===== config.mk =====
export PLATFORM = sky130hd
export DESIGN_NAME = splcm_uart
export DESIGN_NICKNAME = d
export VERILOG_FILES = /design/src/logic/splcm_pkg.sv /design/src/logic/splcm_uart.sv
export SDC_FILE = /design/constraint.sdc
export NUM_CORES = 1
export LEC_CHECK = 0
export BUFFER_PORTS_ARGS = -buffer_cell sky130_fd_sc_hd__buf_4
export CAP_MARGIN = 20
export CORE_MARGIN = 1
export CORE_UTILIZATION = 55
export DETAILED_ROUTE_END_ITERATION = 8
export GPL_TIMING_DRIVEN = 0
export MAX_ROUTING_LAYER = met4
export PLACE_DENSITY = 0.72
export SLEW_MARGIN = 30
export SYNTH_ARGS = -nofsm -noshare
export SYNTH_HDL_FRONTEND = slang
export SYNTH_SLANG_ARGS = --single-unit
export TNS_END_PERCENT = 10

===== constraint.sdc =====
create_clock -name CORE_CLK -period 7.7 [get_ports CORE_CLK]
set_input_delay 0.385 -clock CORE_CLK [delete_from_list [all_inputs] [get_ports CORE_CLK]]
set_output_delay 0.385 -clock CORE_CLK [all_outputs]
set_load 0.03 [all_outputs]

===== src/logic/splcm_pkg.sv =====
// package: register offsets, field positions and carriers for the serial port
package splcm_pkg;
  localparam logic [2:0] OFF_DATA = 3'h0;
  localparam logic [2:0] OFF_IER = 3'h1;
  localparam logic [2:0] OFF_IIR = 3'h2;
  localparam logic [2:0] OFF_LCR = 3'h3;
  localparam logic [2:0] OFF_MCR = 3'h4;
  localparam logic [2:0] OFF_LSR = 3'h5;
  localparam logic [2:0] OFF_MSR = 3'h6;
  localparam logic [2:0] OFF_SCR = 3'h7;
  localparam int B_DIVISOR_ACCESS_SEL = 7;
  localparam int B_BRK = 6;
  localparam int B_STICK = 5;
  localparam int B_EVEN = 4;
  localparam int B_PEN = 3;
  localparam int B_STB = 2;
  localparam logic [7:0] LCR_RST = 8'h00;
  localparam logic [7:0] IER_MASK = 8'h0f;
  localparam logic [7:0] MCR_MASK = 8'h1f;
  localparam logic [7:0] IIR_IDLE = 8'h01;
  localparam logic [15:0] DIV_RST = 16'h0001;
  localparam logic [3:0] OVS = 4'hf; // sixteen ticks per bit, minus one
  localparam logic [3:0] OVS_HALF = 4'h7;
  localparam logic [4:0] STOP_ONE = 5'h0f;
  localparam logic [4:0] STOP_ONEHALF = 5'h17;
  localparam logic [4:0] STOP_TWO = 5'h1f;
  localparam logic [2:0] LEN_BASE = 3'h4; // word length minus one for code 00
  typedef struct packed {
    logic divisor_access_sel;
    logic brk;
    logic stick;
    logic even;
    logic parity_on;
    logic stb;
    logic [1:0] wls;
  } splcm_lcr_t;
  typedef struct packed {
    logic err;
    logic temt;
    logic thre;
    logic bi;
    logic fe;
    logic pe;
    logic oe;
    logic dr;
  } splcm_lsr_t;
endpackage : splcm_pkg


===== src/logic/splcm_uart.sv =====
// serial port: register map, character format control, transmitter, receiver
// Function
// - format register at offset 3, read/write
// - access bit clear selects data and enables
// - access bit set selects divisor bytes
// - break clear: output follows transmitter
// - break set: output held low
// - normal parity follows even select
// - stick parity sends inverse of even select
// - parity between data and stop; odd/even
// - length field gives 5 to 8 bits
// - stop control gives 1, 1.5 or 2
// - divisor write reloads counter, idles receiver; a transmit frame in progress runs on
`timescale 1ns/1ns
`default_nettype none
module splcm_uart (
  input wire logic CORE_CLK,
  input wire logic RST,
  input wire logic [2:0] ADDR,
  input wire logic [7:0] WDATA,
  input wire logic WR,
  input wire logic RD,
  output logic [7:0] RDATA,
  input wire logic SIN,
  output logic SERIAL_OUT_PIN
);
  ////////////////////////////////////////////////////////////////////////////
  // registers
  splcm_pkg::splcm_lcr_t lcr_reg;
  logic [7:0] ier_reg, mcr_reg, scr_reg, rbr_reg, thr_reg, rdata_reg;
  logic [15:0] div_reg, baud_cnt_reg;
  logic thr_full_reg, dr_reg, oe_reg, pe_reg, fe_reg, bi_reg;
  logic [2:0] sin_sync_reg;
  logic sin_filt_reg;
  // address decode
  wire divisor_access_sel = lcr_reg.divisor_access_sel;
  wire sel_data = (ADDR == splcm_pkg::OFF_DATA) && !divisor_access_sel;
  wire sel_ier = (ADDR == splcm_pkg::OFF_IER) && !divisor_access_sel;
  wire sel_dll = (ADDR == splcm_pkg::OFF_DATA) && divisor_access_sel;
  wire sel_dlm = (ADDR == splcm_pkg::OFF_IER) && divisor_access_sel;
  wire div_wr = WR && (sel_dll || sel_dlm);
  wire thr_wr = WR && sel_data;
  wire rbr_rd = RD && sel_data;
  wire lsr_rd = RD && (ADDR == splcm_pkg::OFF_LSR);
  // baud tick: sixteen per bit
  wire tick = (baud_cnt_reg <= 16'h0001);
  // character format
  wire [2:0] len_m1 = splcm_pkg::LEN_BASE + {1'b0, lcr_reg.wls};
  wire par_odd = ~lcr_reg.even; // level giving an odd count of ones
  wire [4:0] stop_len = !lcr_reg.stb ? splcm_pkg::STOP_ONE :
    (lcr_reg.wls == 2'b00) ? splcm_pkg::STOP_ONEHALF :
    splcm_pkg::STOP_TWO;
  ////////////////////////////////////////////////////////////////////////////
  // transmitter
  typedef enum logic [2:0] {TX_IDLE, TX_START, TX_DATA, TX_PAR, TX_STOP}
    splcm_tx_t;
  splcm_tx_t tx_st_reg;
  logic [7:0] tx_sh_reg;
  logic [2:0] tx_bit_reg;
  logic [4:0] tx_cnt_reg;
  logic tx_par_reg, tx_line_reg;
  wire tx_busy = (tx_st_reg != TX_IDLE);
  // stick parity sends a fixed level, opposite to the even select
  wire tx_par_bit = lcr_reg.stick ? par_odd :
    (tx_par_reg ^ tx_sh_reg[0] ^ par_odd);
  // serial output: break forces spacing
  assign SERIAL_OUT_PIN = lcr_reg.brk ? 1'b0 : tx_line_reg;
  always_ff @(posedge CORE_CLK or posedge RST) begin
    if (RST) begin
      tx_st_reg <= TX_IDLE;
      tx_sh_reg <= 8'h00;
      tx_bit_reg <= 3'h0;
      tx_cnt_reg <= 5'h00;
      tx_par_reg <= 1'b0;
      tx_line_reg <= 1'b1;
    end else begin
      case (tx_st_reg)
        TX_IDLE: begin
          tx_line_reg <= 1'b1;
          if (thr_full_reg && !div_wr) begin
            tx_st_reg <= TX_START;
            tx_sh_reg <= thr_reg;
            tx_par_reg <= 1'b0;
            tx_bit_reg <= 3'h0;
            tx_cnt_reg <= 5'h00;
            tx_line_reg <= 1'b0;
          end
        end
        TX_START: if (tick) begin
          tx_cnt_reg <= tx_cnt_reg + 5'h01;
          if (tx_cnt_reg[3:0] == splcm_pkg::OVS) begin
            tx_st_reg <= TX_DATA;
            tx_cnt_reg <= 5'h00;
            tx_line_reg <= tx_sh_reg[0];
          end
        end
        TX_DATA: if (tick) begin
          tx_cnt_reg <= tx_cnt_reg + 5'h01;
          if (tx_cnt_reg[3:0] == splcm_pkg::OVS) begin
            tx_cnt_reg <= 5'h00;
            tx_par_reg <= tx_par_reg ^ tx_sh_reg[0];
            tx_sh_reg <= {1'b0, tx_sh_reg[7:1]};
            tx_bit_reg <= tx_bit_reg + 3'h1;
            if (tx_bit_reg == len_m1) begin
              tx_st_reg <= lcr_reg.parity_on ? TX_PAR : TX_STOP;
              tx_line_reg <= lcr_reg.parity_on ? tx_par_bit : 1'b1;
            end else begin
              tx_line_reg <= tx_sh_reg[1];
            end
          end
        end
        TX_PAR: if (tick) begin
          tx_cnt_reg <= tx_cnt_reg + 5'h01;
          if (tx_cnt_reg[3:0] == splcm_pkg::OVS) begin
            tx_st_reg <= TX_STOP;
            tx_cnt_reg <= 5'h00;
            tx_line_reg <= 1'b1;
          end
        end
        TX_STOP: if (tick) begin
          tx_cnt_reg <= tx_cnt_reg + 5'h01;
          if (tx_cnt_reg == stop_len) begin
            tx_st_reg <= TX_IDLE;
          end
        end
        default: tx_st_reg <= TX_IDLE;
      endcase
    end
  end
  ////////////////////////////////////////////////////////////////////////////
  // receiver
  typedef enum logic [2:0] {RX_IDLE, RX_START, RX_DATA, RX_PAR, RX_STOP}
    splcm_rx_t;
  splcm_rx_t rx_st_reg;
  logic [7:0] rx_sh_reg;
  logic [2:0] rx_bit_reg;
  logic [3:0] rx_cnt_reg;
  logic rx_par_reg, rx_perr_reg;
  wire rx_line = sin_filt_reg;
  always_ff @(posedge CORE_CLK or posedge RST) begin
    if (RST) begin
      sin_sync_reg <= 3'b111;
      sin_filt_reg <= 1'b1;
    end else begin
      sin_sync_reg <= {sin_sync_reg[1:0], SIN};
      if (sin_sync_reg[1] == sin_sync_reg[2]) begin
        sin_filt_reg <= sin_sync_reg[2];
      end
    end
  end
  // bit-centred sampling; divisor write drops any frame in progress
  always_ff @(posedge CORE_CLK or posedge RST) begin
    if (RST) begin
      rx_st_reg <= RX_IDLE;
      rx_sh_reg <= 8'h00;
      rx_bit_reg <= 3'h0;
      rx_cnt_reg <= 4'h0;
      rx_par_reg <= 1'b0;
      rx_perr_reg <= 1'b0;
    end else if (div_wr) begin
      rx_st_reg <= RX_IDLE;
    end else begin
      case (rx_st_reg)
        RX_IDLE: if (!rx_line) begin
          rx_st_reg <= RX_START;
          rx_cnt_reg <= 4'h0;
        end
        RX_START: if (tick) begin
          rx_cnt_reg <= rx_cnt_reg + 4'h1;
          if (rx_cnt_reg == splcm_pkg::OVS_HALF) begin
            rx_cnt_reg <= 4'h0;
            rx_bit_reg <= 3'h0;
            rx_par_reg <= 1'b0;
            rx_sh_reg <= 8'h00;
            rx_st_reg <= rx_line ? RX_IDLE : RX_DATA;
          end
        end
        RX_DATA: if (tick) begin
          rx_cnt_reg <= rx_cnt_reg + 4'h1;
          if (rx_cnt_reg == splcm_pkg::OVS) begin
            rx_sh_reg <= rx_sh_reg | ({7'h00, rx_line} << rx_bit_reg);
            rx_par_reg <= rx_par_reg ^ rx_line;
            rx_bit_reg <= rx_bit_reg + 3'h1;
            if (rx_bit_reg == len_m1) begin
              rx_st_reg <= lcr_reg.parity_on ? RX_PAR : RX_STOP;
            end
          end
        end
        RX_PAR: if (tick) begin
          rx_cnt_reg <= rx_cnt_reg + 4'h1;
          if (rx_cnt_reg == splcm_pkg::OVS) begin
            rx_perr_reg <= lcr_reg.stick ? (rx_line != par_odd) :
              ((rx_par_reg ^ rx_line) != par_odd);
            rx_st_reg <= RX_STOP;
          end
        end
        RX_STOP: if (tick) begin
          rx_cnt_reg <= rx_cnt_reg + 4'h1;
          if (rx_cnt_reg == splcm_pkg::OVS) begin
            rx_st_reg <= RX_IDLE;
          end
        end
        default: rx_st_reg <= RX_IDLE;
      endcase
    end
  end
  wire rx_done = !div_wr && (rx_st_reg == RX_STOP) && tick &&
    (rx_cnt_reg == splcm_pkg::OVS);
  ////////////////////////////////////////////////////////////////////////////
  // register file and baud counter
  always_ff @(posedge CORE_CLK or posedge RST) begin
    if (RST) begin
      lcr_reg <= splcm_pkg::LCR_RST;
      ier_reg <= 8'h00;
      mcr_reg <= 8'h00;
      scr_reg <= 8'h00;
      thr_reg <= 8'h00;
      div_reg <= splcm_pkg::DIV_RST;
      baud_cnt_reg <= splcm_pkg::DIV_RST;
    end else begin
      if (WR && ADDR == splcm_pkg::OFF_LCR) lcr_reg <= WDATA;
      if (WR && sel_ier) ier_reg <= WDATA & splcm_pkg::IER_MASK;
      if (WR && ADDR == splcm_pkg::OFF_MCR) mcr_reg <= WDATA & splcm_pkg::MCR_MASK;
      if (WR && ADDR == splcm_pkg::OFF_SCR) scr_reg <= WDATA;
      if (thr_wr) thr_reg <= WDATA;
      if (WR && sel_dll) div_reg[7:0] <= WDATA;
      if (WR && sel_dlm) div_reg[15:8] <= WDATA;
      // reload at once on a divisor write
      if (WR && sel_dll) begin
        baud_cnt_reg <= {div_reg[15:8], WDATA};
      end else if (WR && sel_dlm) begin
        baud_cnt_reg <= {WDATA, div_reg[7:0]};
      end else if (tick) begin
        baud_cnt_reg <= div_reg;
      end else begin
        baud_cnt_reg <= baud_cnt_reg - 16'h0001;
      end
    end
  end
  // status flags: hardware set wins over read clear
  always_ff @(posedge CORE_CLK or posedge RST) begin
    if (RST) begin
      thr_full_reg <= 1'b0;
      rbr_reg <= 8'h00;
      dr_reg <= 1'b0;
      oe_reg <= 1'b0;
      pe_reg <= 1'b0;
      fe_reg <= 1'b0;
      bi_reg <= 1'b0;
    end else begin
      if (thr_wr) thr_full_reg <= 1'b1;
      else if (!tx_busy && !div_wr) thr_full_reg <= 1'b0;
      if (rx_done) begin
        rbr_reg <= rx_sh_reg;
        dr_reg <= 1'b1;
      end else if (rbr_rd) begin
        dr_reg <= 1'b0;
      end
      if (rx_done) begin
        oe_reg <= dr_reg | (oe_reg & !lsr_rd);
        pe_reg <= (lcr_reg.parity_on & rx_perr_reg) | (pe_reg & !lsr_rd);
        fe_reg <= !rx_line | (fe_reg & !lsr_rd);
        bi_reg <= (rx_sh_reg == 8'h00 && !rx_line) | (bi_reg & !lsr_rd);
      end else if (lsr_rd) begin
        oe_reg <= 1'b0;
        pe_reg <= 1'b0;
        fe_reg <= 1'b0;
        bi_reg <= 1'b0;
      end
    end
  end
  // read mux
  splcm_pkg::splcm_lsr_t lsr;
  assign lsr = '{err: 1'b0, temt: !thr_full_reg && !tx_busy,
    thre: !thr_full_reg, bi: bi_reg, fe: fe_reg, pe: pe_reg, oe: oe_reg,
    dr: dr_reg};
  logic [7:0] rd_mux;
  always_comb begin
    case (ADDR)
      splcm_pkg::OFF_DATA: rd_mux = divisor_access_sel ? div_reg[7:0] : rbr_reg;
      splcm_pkg::OFF_IER: rd_mux = divisor_access_sel ? div_reg[15:8] : ier_reg;
      splcm_pkg::OFF_IIR: rd_mux = splcm_pkg::IIR_IDLE;
      splcm_pkg::OFF_LCR: rd_mux = lcr_reg;
      splcm_pkg::OFF_MCR: rd_mux = mcr_reg;
      splcm_pkg::OFF_LSR: rd_mux = lsr;
      splcm_pkg::OFF_MSR: rd_mux = 8'h00;
      default: rd_mux = scr_reg;
    endcase
  end
  always_ff @(posedge CORE_CLK or posedge RST) begin
    if (RST) rdata_reg <= 8'h00;
    else if (RD) rdata_reg <= rd_mux;
  end
  assign RDATA = rdata_reg;
endmodule : splcm_uart
`default_nettype wire


Word level (Yosys, flattened, before mapping) --
Cells that the tools add are included.
Word-level totals: output and inout port bits 9, word-level logic and storage cells 254, register bits 132
Operators by class: mux-type cells 92, bitwise operators 15, magnitude comparators 1, $add $sub $neg 6, equality and inequality tests 51, reductions and logical operators 52, shift operators 1
Operators by type and width (count):
- $mux 3 | 29
- $mux 8 | 9
- $pmux 8 s7 | 1
- $mux 16 | 3
- $pmux 8 s2 | 2
- $ne 2x2->1 const B | 15
- $ne 3x3->1 const B | 10
- $pmux 3 s5 | 2
- $mux 1 | 28
- $mux 5 | 5
- $logic_and 1x1->1 | 21
- $mux 4 | 5
- $reduce_and 10->1 | 2
- $eq 3x2->1 const B | 6
- $eq 3x3->1 const B | 6
- $le 16x1->1 const B | 1
- $sub 16x1->16 const B | 1
- $pmux 5 s3 | 1
- $pmux 3 s2 | 2
- $pmux 4 s3 | 1
- $reduce_and 4->1 | 3
- $reduce_bool 2->1 | 5
- $eq 3x1->1 const B | 3
- $logic_not 3->1 | 3
- other kinds (30) | 54

Longest topological paths before layout --
depth after elaboration 9, gate-level depth with buffers 9

Worst setup path before layout --
OpenSTA, ideal clock, no wires.
path kind reg-to-reg, start register baud_cnt_reg[0], end register rx_sh_reg[7], period minus slack after synthesis 2.013 ns, buffers on the path 0, data required time 7.579 ns, stages on the path, launching flop included 7, arrival time 1.892 ns, path slack 5.687 ns, cells stage by stage dfstp_2 -> ha_1 -> o21ai_1 -> or3_4 -> or3_4 -> nor2_8 -> nor2_1
On the way: longest elaborated chain between the ends 3
Ends and longest elaborated chain:
- start: declaration | line splcm_uart.sv:31 | logic [15:0] div_reg, baud_cnt_reg;
- start signal: assignment | line splcm_uart.sv:219 | baud_cnt_reg <= splcm_pkg::DIV_RST;
- start signal: assignment | line splcm_uart.sv:230 | baud_cnt_reg <= {div_reg[15:8], WDATA};
- start signal: assignment | line splcm_uart.sv:232 | baud_cnt_reg <= {WDATA, div_reg[7:0]};
- $le 16x1->1 * | line splcm_uart.sv:46 | wire tick = (baud_cnt_reg <= 16'h0001);
- $ne 2x2->1 (no source line)
- $reduce_and 6->1 (no source line) *
- end signal: assignment | line splcm_uart.sv:181 | rx_sh_reg <= rx_sh_reg | ({7'h00, rx_line} << rx_bit_reg);
- end: declaration | line splcm_uart.sv:135 | logic [7:0] rx_sh_reg;
Mark *: on every way between the ends. The rest lies on a longest branch, timed or not. A chain may end at the register's enable or synchronous reset.

Final worst setup path --
start register baud_cnt_reg[0], end register baud_cnt_reg[14]
On the way: longest elaborated chain between the ends 4
Ends and longest elaborated chain:
- $sub 16x1->16 or $le 16x1->1 (tied branches) | line splcm_uart.sv:236, splcm_uart.sv:46
- $mux 16 * | line splcm_uart.sv:233 | end else if (tick) begin
- $mux 16 * | line splcm_uart.sv:231 | end else if (WR && sel_dlm) begin
- $mux 16 * | line splcm_uart.sv:229 | if (WR && sel_dll) begin
Marks and branches as above.

==> metrics.md <==
| Metric | Value |
|---|---|
| Post-detailed-route count of antenna-violating nets | `0` |
| Asr flop ratio synth | `1.000` |
| Die Ht | `about 110 um` |
| Clk sinks | `132` |
| Int Power | `about 1600 uW` |
| Post-synthesis adder-cell area fraction | `0.01443` |
| Sw frac | `0.3215` |
| Synth Warn # | `0` |
| Headroom to the max-slew limit | `0.4592` |
| Synth-to-Final Area Change | `14.80%` |
| Number of global-route vias before repair | `around 5,400` |
| Final Hold Vio Count | `0` |
| CTS H-tree lvls | `4` |
| Max Cap Viol | `0` |
| Synth cell types | `approximately 70` |
| Post-Syn Instances | `a little under 700` |
| Largest cells by area after synthesis | `dfrtp_1, mux2_2, nor2_1, nand2_1, o21ai_0` |
| Core area | `approximately 0.012 mm2` |
| VDD IR max | `0.1662 mV` |
| Ports | `25` |
| Final setup TNS | `0 ns` |
| Multiplexer share of the synthesized area | `0.1095` |
| Final setup violation count | `0` |
| Hold_buf cts | `0` |
| FP Rows | `40` |
| Synth area leader | `dfrtp_1` |
| Outcome | `finished, final reports clean` |
| Layout cells sized above 1 | `0.1984` |
| Drt first pass iters | `5` |
| Leakage | `around 0.0034 uW` |
| Mapped Area | `between 0.006 and 0.007 mm2` |
| Share of the synthesized area in the top cell type | `0.4625` |
| Syn nets | `between 700 and 800` |
| Crit path required time | `8.04 ns` |
| Final GP Congestion | `0.9241` |
| Wire per inst | `19.30 um` |
| Worst slew pin tran | `around 0.80 ns` |
| Cts repair resizes | `0` |
| Post-synth top cells | `dfrtp_1, nor2_1, nand2_1, mux2_2, o21ai_0` |
| CP Data Arrival Time | `approximately 2.9 ns` |
| Register area share after synthesis | `0.4897` |
| EDFF count, synth | `0` |
| Clk slew on worst S/H paths | `0.06 ns` |
| Count of buffers from port buffering | `22` |
| Final period util | `0.3350` |
| Final worst setup slack | `just over 5 ns` |
| Sw power | `about 750 uW` |
| RSZ-0062 raised after global routing | `false` |
| Global-route wire length before repair | `approximately 28,000 um` |
| Clock Skews | `around 0.0082 ns` |
| Final wirelength | `around 17,000 um` |
| Initial core utilization | `0.5630` |
| Worst Path Class, Setup | `flop to flop` |
| Drt first-iter violations | `slightly above 600` |
| Pre-CTS setup slack | `roughly 5.1 ns` |
| DP HPWL | `12,240 um` |
| TritonCTS buffer count | `17` |
| Synth Flop Type | `dfrtp_1` |
| Logic pwr share | `0.229` |
| Root buffer cell | `clkbuf_16` |
| Die area | `about 0.013 mm2` |
| Layout net count | `746` |
| Vias | `5,351` |
| Xor/xnor share of the synthesized area | `0.02720` |
| Sequential share of power | `0.414` |
| Initial antenna violation count | `1` |
| Clk pwr share | `0.357` |
| Max clock buf depth | `2` |
| Post-DR vias/cell | `between 6 and 7` |
| DR DRC count | `0` |
| Fin crit period | `between 2 and 3 ns` |
| Mapped Avg Cell Area | `around 9.9 um2` |
| Post-Synth Simple-Gate Area | `0.1885` |
| Worst min path class | `primary input to async pin` |
| Pins Over Slew Limit | `0` |
| Synth Area in Compound Gates | `0.1395` |
| DIE WIDTH | `approximately 110 um` |
| Global Route Usage Sum | `0.3027` |
| Grt total ovfl | `0` |
| PwrDens | `301.5 mW/mm2` |
| CTS tree | `done` |
| Count leader, synth | `dfrtp_1` |
| FF+latch count, synth | `132` |
| Setup crit end kind | `flop` |
| Largest family of logic cells by synthesized area | `simple AND/OR/NAND/NOR gates` |
| Crit path max fanout | `8` |
| Setup Fix Bufs, Post-CTS | `0` |
| Largest net degree at the start of global routing | `a little under 80` |
| Crit start category | `flop` |
| Max Clock Freq | `slightly below 400 MHz` |
| Clk_lat worst skew | `0.43 ns` |
-- worst max-delay path, cell delays in order (launching register included) --
cell,delay (ns)
dfstp_2,0.56
inv_1,0.05
ha_1,0.23
o21ai_1,0.54
nor2_2,0.25
a21oi_1,0.50
o22ai_1,0.19
a21oi_1,0.17
-- layer usage --
layer,GRT usage,vias up,share of wire
li1,-,2526,-
met5,-,-,0
met4,0.1070,0,0.021
met1,0.3908,2613,0.44
met2,0.4687,174,0.47
met3,0.07445,38,0.060
-- power groups by stage --
stage	sequential [uW]	combinational (uW)	clock (uW)
2_1_floorplan	946	399	0
3_3_place_gp	970	514	0
3_5_place_dp	978	532	0
4_1_cts	967	536	847
5_1_grt	985	599	880
6_report	970	535	836
-- cells by family (layout without fill, tap and decap cells) --
group / count (synthesis) / in the layout
AO/OA/AOI/OAI: 156 / 156
XOR/XNOR: 21 / 21
adder cells (fa/ha/maj): 8 / 8
buffers and inverters: 52 / 107
flip-flops: 132 / 132
multiplexers: 64 / 64
other: 0 / 1
AND/OR/NAND/NOR: 248 / 248
-- worst paths after layout --
check / depth (start not counted) / to / startpoint / slack, ns
worst min-delay path: 2 / rbr_reg[1] / RST / 0.02
max in group asynchronous: 3 / tx_line_reg / RST / 6.96
worst min register to register: 0 / sin_sync_reg[1] / sin_sync_reg[0] / 0.36
worst max register to register: 7 / baud_cnt_reg[14] / baud_cnt_reg[0] / 5.12
worst max-delay path: 7 / baud_cnt_reg[14] / baud_cnt_reg[0] / 5.12
min in group CORE_CLK: 1 / sin_sync_reg[0] / SIN / 0.07
-- cell usage in the layout, fill, tap and decap left out, types with 7 or more instances in the layout --
cell type    n
nand2b_1     8
o21ai_0     45
nor3_1      10
mux2i_1      8
nand3_1     20
mux2_2      52
clkbuf_1    25
nor2b_1      8
a31oi_1      9
ha_1         7
o22ai_1     20
dfrtp_1    125
nor2_1      82
a21oi_1     37
o21ai_1      7
clkbuf_16   17
xnor2_1     15
o211ai_1     7
inv_1       19
dfstp_2      7
buf_4       22
nand2_1     64
-- per-stage QoR --
step	utilization	cell area (um2)	hold slack, ns	power (uW)	std cells
after floorplan	-	6763	0.3452	1345	681
after global placement	0.5921	7112	0.3510	1483	850
after detailed placement	0.5950	7147	0.3512	1509	851
after CTS	0.6461	7761	0.02696	2350	883
after global routing	0.6464	7764	0.04998	2464	884
final	0.6464	7764	0.01803	2341	884
-- final cells by class --
type | count | area, um2
Timing Repair Buffer | 23 | 192.7
Multi-Input combinational cell | 497 | 3241
Antenna cell | 1 | 2.502
Sequential cell | 132 | 3312
Clock buffer | 18 | 439.2
Clock inverter | 14 | 175.2
Buffer | 32 | 135.1
Inverter | 20 | 82.58
Tap cell | 147 | 183.9
Fill cell | 943 | 4248
(Power assumes the default switching activity.)
